File: config.mk
export PLATFORM = sky130hd
export DESIGN_NAME = sscl_host_flat
export DESIGN_NICKNAME = d
export VERILOG_FILES = /design/src/common/sscl_pkg.sv /design/src/common/sscl_if.sv /design/src/hdl/sscl_host.sv /design/src/flat_wrapper.sv
export SDC_FILE = /design/constraint.sdc
export NUM_CORES = 1
export LEC_CHECK = 0
export ABC_AREA = 0
export BUFFER_PORTS_ARGS = -buffer_cell sky130_fd_sc_hd__buf_4
export CORE_UTILIZATION = 30
export DETAILED_ROUTE_END_ITERATION = 7
export HOLD_SLACK_MARGIN = 0.03
export PLACE_DENSITY_LB_ADDON = 0.25
export SLEW_MARGIN = 20
export SYNTH_ARGS = -nofsm -noshare
export SYNTH_HDL_FRONTEND = slang
export SYNTH_SLANG_ARGS = --single-unit
File: constraint.sdc
create_clock -name clk -period 2.7 [get_ports clk]
set_input_delay 0.405 -clock clk [delete_from_list [all_inputs] [get_ports clk]]
set_output_delay 0.405 -clock clk [all_outputs]
set_load 0.02 [all_outputs]
File: src/common/sscl_pkg.sv
// package with constants shared by both ends of the serial switch latch link
package sscl_pkg;
   localparam int          SSCL_BITS      = 8;
   localparam logic [7:0]  SSCL_ZERO      = 8'h00;
   localparam int          SSCL_MSB       = 7;
   localparam logic [2:0]  SSCL_CNT_LAST  = 3'h7;
   localparam logic [2:0]  SSCL_CNT_ZERO  = 3'h0;
   // host divides clk by 2*SSCL_HALF_DIV to make the serial clock
   localparam logic [3:0]  SSCL_HALF_DIV  = 4'h5;
   localparam logic [3:0]  SSCL_DIV_ZERO  = 4'h0;
   localparam logic [3:0]  SSCL_DIV_ONE   = 4'h1;
   // most devices the host drives in one chain; larger counts clip to one
   localparam logic [3:0]  SSCL_CHAIN_MAX = 4'h4;
   localparam logic [5:0]  SSCL_WORD_ZERO = 6'h00;
   // avalon register offsets (byte addresses)
   localparam logic [3:0]  SSCL_REG_DATA  = 4'h0;
   localparam logic [3:0]  SSCL_REG_CTRL  = 4'h4;
   localparam logic [3:0]  SSCL_REG_STAT  = 4'h8;
   localparam logic [3:0]  SSCL_REG_RBACK = 4'hC;
   // control register fields
   localparam int          SSCL_CTRL_GO    = 0;
   localparam int          SSCL_CTRL_CLR   = 1;
   localparam int          SSCL_CTRL_CNT_L = 4;
   localparam logic [31:0] SSCL_BAD_READ  = 32'hDEADBEEF;

   typedef enum logic [2:0] {
      SSCL_IDLE  = 3'b000,
      SSCL_LOW   = 3'b001,
      SSCL_HIGH  = 3'b011,
      SSCL_LOAD  = 3'b010,
      SSCL_DONE  = 3'b110
   } sscl_state_type;
endpackage

File: src/common/sscl_if.sv
// interface carrying the serial control link between host and device
`timescale 1ns/10ps
interface sscl_if;
   logic serial_clk;
   logic serial_din;
   logic serial_dout;
   logic latch_load_n;
   logic latch_clear;
   modport device (input serial_clk, input serial_din, output serial_dout,
                   input latch_load_n, input latch_clear);
   modport host   (output serial_clk, output serial_din, input serial_dout,
                   output latch_load_n, output latch_clear);
endinterface

File: src/hdl/sscl_host.sv
// host end: avalon registers, serial clock divider and frame sequencer
`timescale 1ns/10ps
module sscl_host (
   // system
   input  wire logic                clk,
   input  wire logic                reset,
   // avalon-mm slave
   input  wire logic [3:0]          avs_address,
   input  wire logic                avs_read,
   input  wire logic                avs_write,
   input  wire logic [31:0]         avs_writedata,
   output      logic [31:0]         avs_readdata,
   output      logic                avs_waitrequest,
   // link
   sscl_if.host                     link
);
   import sscl_pkg::*;

   logic [7:0]        data_q [0:3];
   logic [3:0]        count_q;
   logic              clear_q;
   logic              busy_q;
   sscl_state_type    state_q;
   logic [3:0]        div_q;
   logic [2:0]        bit_q;
   logic [1:0]        word_q;
   logic              sclk_q;
   logic              sdo_q;
   logic              load_n_q;
   logic [7:0]        rback_q;
   logic [1:0]        dout_sync_q;
   logic [31:0]       rdata_q;
   logic              wait_q;
   logic              go;
   logic              tick;

   function automatic logic [3:0] sscl_clip(input logic [3:0] n);
      sscl_clip = (n == SSCL_DIV_ZERO || n > SSCL_CHAIN_MAX) ? SSCL_DIV_ONE : n;
   endfunction

   assign go   = avs_write && !wait_q && avs_address == SSCL_REG_CTRL
                 && avs_writedata[SSCL_CTRL_GO] && !busy_q;
   assign tick = (div_q == SSCL_HALF_DIV - SSCL_DIV_ONE);

   // avalon: one wait cycle, answer on the second edge
   always_ff @(posedge clk or posedge reset) begin
      if (reset) begin
         wait_q  <= 1'b1;
         rdata_q <= 32'h0;
      end else begin
         wait_q <= ~((avs_read | avs_write) & wait_q);
         if (avs_read && wait_q) begin
            case (avs_address)
               SSCL_REG_DATA:  rdata_q <= {data_q[3], data_q[2], data_q[1], data_q[0]};
               SSCL_REG_CTRL:  rdata_q <= {24'h0, count_q, 2'h0, clear_q, 1'b0};
               SSCL_REG_STAT:  rdata_q <= {31'h0, busy_q};
               SSCL_REG_RBACK: rdata_q <= {24'h0, rback_q};
               default:        rdata_q <= SSCL_BAD_READ;
            endcase
         end
      end
   end

   assign avs_waitrequest = wait_q;
   assign avs_readdata    = rdata_q;

   // register writes
   always_ff @(posedge clk or posedge reset) begin
      if (reset) begin
         for (int i = 0; i < 4; i++) begin
            data_q[i] <= SSCL_ZERO;
         end
         count_q <= SSCL_DIV_ONE;
         clear_q <= 1'b0;
      end else if (avs_write && !wait_q) begin
         if (avs_address == SSCL_REG_DATA && !busy_q) begin
            for (int i = 0; i < 4; i++) begin
               data_q[i] <= avs_writedata[i*8 +: 8];
            end
         end
         if (avs_address == SSCL_REG_CTRL) begin
            clear_q <= avs_writedata[SSCL_CTRL_CLR];
            count_q <= sscl_clip(avs_writedata[SSCL_CTRL_CNT_L +: 4]);
         end
      end
   end

   assign link.latch_clear = clear_q;

   // frame sequencer: load held high while shifting, then low pulse
   always_ff @(posedge clk or posedge reset) begin
      if (reset) begin
         state_q  <= SSCL_IDLE;
         busy_q   <= 1'b0;
         div_q    <= SSCL_DIV_ZERO;
         bit_q    <= SSCL_CNT_ZERO;
         word_q   <= 2'h0;
         sclk_q   <= 1'b0;
         sdo_q    <= 1'b0;
         load_n_q <= 1'b1;
         rback_q  <= SSCL_ZERO;
      end else begin
         div_q <= (tick || state_q == SSCL_IDLE) ? SSCL_DIV_ZERO : div_q + SSCL_DIV_ONE;
         case (state_q)
            SSCL_IDLE: begin
               if (go) begin
                  busy_q  <= 1'b1;
                  bit_q   <= SSCL_CNT_ZERO;
                  // farthest device first, msb first
                  word_q  <= 2'(count_q - SSCL_DIV_ONE);
                  sdo_q   <= data_q[2'(count_q - SSCL_DIV_ONE)][SSCL_MSB];
                  state_q <= SSCL_LOW;
               end
            end
            SSCL_LOW: begin
               if (tick) begin
                  sclk_q  <= 1'b1;
                  rback_q <= {rback_q[SSCL_MSB-1:0], dout_sync_q[1]};
                  state_q <= SSCL_HIGH;
               end
            end
            SSCL_HIGH: begin
               if (tick) begin
                  sclk_q <= 1'b0;
                  bit_q  <= bit_q + 3'h1;
                  if (bit_q == SSCL_CNT_LAST) begin
                     if (word_q == 2'h0) begin
                        state_q <= SSCL_LOAD;
                        load_n_q <= 1'b0;
                     end else begin
                        word_q  <= word_q - 2'h1;
                        sdo_q   <= data_q[word_q - 2'h1][SSCL_MSB];
                        state_q <= SSCL_LOW;
                     end
                  end else begin
                     sdo_q   <= data_q[word_q][3'(SSCL_MSB) - bit_q - 3'h1];
                     state_q <= SSCL_LOW;
                  end
               end
            end
            SSCL_LOAD: begin
               if (tick) begin
                  load_n_q <= 1'b1;
                  state_q  <= SSCL_DONE;
               end
            end
            SSCL_DONE: begin
               busy_q  <= 1'b0;
               state_q <= SSCL_IDLE;
            end
            default: state_q <= SSCL_IDLE;
         endcase
      end
   end

   always_ff @(posedge clk or posedge reset) begin
      if (reset) begin
         dout_sync_q <= 2'h0;
      end else begin
         dout_sync_q <= {dout_sync_q[0], link.serial_dout};
      end
   end

   assign link.serial_clk   = sclk_q;
   assign link.serial_din   = sdo_q;
   assign link.latch_load_n = load_n_q;
endmodule

File: src/flat_wrapper.sv
// flat-port wrapper written by rule: the top's interface ports become plain ports
module sscl_host_flat import sscl_pkg::*;
  (clk, reset, avs_address, avs_read, avs_write, avs_writedata, avs_readdata, avs_waitrequest, link_serial_clk, link_serial_din, link_serial_dout, link_latch_load_n, link_latch_clear);
  sscl_if link_i ();
  input  wire logic clk;
  input  wire logic reset;
  input  wire logic [3:0] avs_address;
  input  wire logic avs_read;
  input  wire logic avs_write;
  input  wire logic [31:0] avs_writedata;
  output      logic [31:0] avs_readdata;
  output      logic avs_waitrequest;
  output wire logic [$bits(link_i.serial_clk)-1:0] link_serial_clk;
  output wire logic [$bits(link_i.serial_din)-1:0] link_serial_din;
  input wire logic [$bits(link_i.serial_dout)-1:0] link_serial_dout;
  output wire logic [$bits(link_i.latch_load_n)-1:0] link_latch_load_n;
  output wire logic [$bits(link_i.latch_clear)-1:0] link_latch_clear;
  assign link_serial_clk = link_i.serial_clk;
  assign link_serial_din = link_i.serial_din;
  assign link_i.serial_dout = link_serial_dout;
  assign link_latch_load_n = link_i.latch_load_n;
  assign link_latch_clear = link_i.latch_clear;
  sscl_host u_core (.clk(clk), .reset(reset), .avs_address(avs_address), .avs_read(avs_read), .avs_write(avs_write), .avs_writedata(avs_writedata), .avs_readdata(avs_readdata), .avs_waitrequest(avs_waitrequest), .link(link_i));
endmodule
==> impl_results.md <==
* Status: completed
* Ys async rst share at 1.000
* First-pass GRT wire length at 18.06 mm
* Setup violators final at 0
* Post-synth top cells: dfrtp_1, nor2_1, mux2_2, nand2_1, a21oi_1
* Vias in the first global route at about 3300
* Post-DP HPWL at about 8 mm
* Final wirelength at around 11 mm
* Root buffer cell: clkbuf_16
* Met1 global-route usage at 0.2154
* N_diodes at 0
* Post-CTS setup buffers at 0
* # IOs at between 70 and 80
* Leak pwr at 2.536 nW
* Synth top area share at 0.5330
* Via density at 4.956
* GRT Max-Usage Layer: met2
* Clock Latency Late Sink at around 0.34 ns
* Crit Path Max Fanout at 11
* Gr ovfl total at 0
* Max-Cap Viols at 0
* Initial Util at 0.3110
* Seq/Total Area, Yosys at 0.5510
* Port Buffer Count at 77
* TritonRoute pass-1 iters at 4
* Unrepaired setup endpoints after global routing: false
* Top post-synthesis cells by area: dfrtp_1, mux2_2, nor2_1, nand2_1, a21oi_1
* GR met2 Demand/Resource at 0.2630
* Most used DFF post-synth: dfrtp_1
* WL per Instance at roughly 17 µm
* DIE AREA at between 0.015 and 0.02 mm²
* Initial antenna violation count at 0
* Mapped Nets at roughly 440
* FP Rows at 43
* Crit path DAT at 2.30 ns
* Core area at ~0.014 mm²
* CTS Buf Count at 9
* Final nets at about 500
* Tot GR Track Use at 0.1616
* Final Max Slew Viols at 0
* CP required at approximately 3 ns
* EDFF count, synth at 0
* Die height at between 100 and 150 µm
* DR vias at ~3200
* CTS resizes at 0
* Mean Syn Cell Area at ~11 µm²
* Gate Count Post-Synth at 390
* Slew headroom at 0.5285
* Clock buffer depth at 2
* DR iter-0 viols at 141
* H-tree levels at 3
* DRC at 0
* Synth Cell Area at 0.004367 mm²
* Synth cell types at 48
* DRT antenna net count at 0
* Critical Setup Path Class: reg -> reg
* Post-route setup TNS at 0 ns
* GPL Wtd Cong at around 0.84
* Met3 GRT Util at 0.02463
* Placed Cells at 636
* Fin crit share at 0.7546
* Largest net degree at the start of global routing at 32
* Setup Skew at 0.005691 ns
* CTS Hold Buffers Added at 0
* CP Capture Type: register
* Yosys top cell by area: dfrtp_1
* Yosys reg bits at 96
* Critical Path Source Type: register
* Worst IR Drop VDD at about 0.24 mV
* Yosys warning total at 0
* Fin cells at between 600 and 700
* Hold Crit Class: in -> async
* Area Growth Syn to Fin at 24.96%
* Most common cell in the synthesized netlist: dfrtp_1
* Worst-Margin Slew at 0.7058 ns
* Fin. Hold Viols at 0
* Ratio of cells with drive above 1 in the final layout at 0.3411
* Clock sink total at 96
* Fill cell count at ~1400
* Power Density at 577.3 mW/mm²
* CTS tree: built
* Worst-path clk slew at about 0.060 ns
* Die X at 122.6 µm
* Post-layout minimum cycle time at about 2 ns
* Max Clk Rate at 490.8 MHz
cells in the final DEF (no fill, tap or decap), types with 7 or more instances in the layout:
cell type	instances
nor2_1	57
nand3_1	11
mux2_2	46
clkbuf_16	9
o21ai_0	12
buf_4	85
inv_1	7
a21oi_1	26
a221oi_1	7
nand2_1	37
dfrtp_1	93
logic make-up after synthesis:
kind of cell	count (synthesis)	synth area share
xor+xnor	5	0.01003
fa+ha+maj	6	0.01719
buf+inv	28	0.02464
simple gates	137	0.1527
compound gates	62	0.08854
mux	56	0.1559
flops	96	0.5510
critical path, cell delays in order (launching register included):
cell	delay, ns
dfrtp_1	0.52
ha_1	0.28
xnor2_1	0.31
o21ai_0	0.17
o311ai_0	0.34
o32ai_1	0.19
o21ai_1	0.16
cell type report:
type,count,area [µm²],area share
clock buffers,14,264.0,0.04838
clock inverters,2,16.27,0.002981
inverters,8,33.78,0.006191
multi-input cells,266,1853,0.3396
flip-flops and latches,96,2406,0.4410
well taps,180,225.2,0.04127
repair buffers,86,658.1,0.1206
sequential cells by signal (all words and copies together) (netlist names):
register,flops
u_core.data_q,32
u_core.avs_waitrequest,1
u_core.avs_readdata,32
u_core.rback_q,8
u_core.link.serial_din,1
u_core.busy_q,1
u_core.state_q,3
u_core.link.serial_clk,1
u_core.bit_q,3
u_core.link.latch_clear,1
u_core.word_q,2
u_core.count_q,4
u_core.link.latch_load_n,1
u_core.dout_sync_q,2
u_core.div_q,4
metrics by stage:
stage               setup WS, ns  hold WS (ns)  total power, mW  area (µm²)  utilization
floorplan                 0.7789        0.3312            1.774        4370            -
global placement          0.7127        0.3325            1.979        5176       0.3686
detailed placement        0.6996        0.3426            1.983        5176       0.3686
CTS                       0.6846        0.1540            3.194        5456       0.3886
global route              0.5419        0.1545            3.277        5456       0.3886
finish                    0.6625        0.1662            3.150        5456       0.3886
metal layers:
| metal | share of wire | wire length [µm] |
|---|---|---|
| met3 | 0.038 | 423 |
| met2 | 0.49 | 5458 |
| met4 | 0.019 | 218 |
| met1 | 0.45 | 5093 |
| met5 | 0 | 0 |
worst paths after layout:
kind	start	cells past startpoint	to	slack [ns]
setup / recovery	u_core.bit_q[0]	6	u_core.link.serial_din	0.66
setup reg to reg	u_core.bit_q[0]	6	u_core.link.serial_din	0.66
hold reg to reg	u_core.dout_sync_q[0]	0	u_core.dout_sync_q[1]	0.35
min in group clk	link_serial_dout	1	u_core.dout_sync_q[0]	0.17
hold / removal	reset	2	u_core.state_q[2]	0.17
max in group asynchronous	reset	3	u_core.link.latch_load_n	1.75
power breakdown:
| group | switching [mW] | internal, mW |
|---|---|---|
| clock network | 0.524 | 0.678 |
| registers | 0.0560 | 1.52 |
| logic | 0.210 | 0.166 |
| total | 0.791 | 2.36 |
No activity file was read; power rests on OpenSTA's default activity.
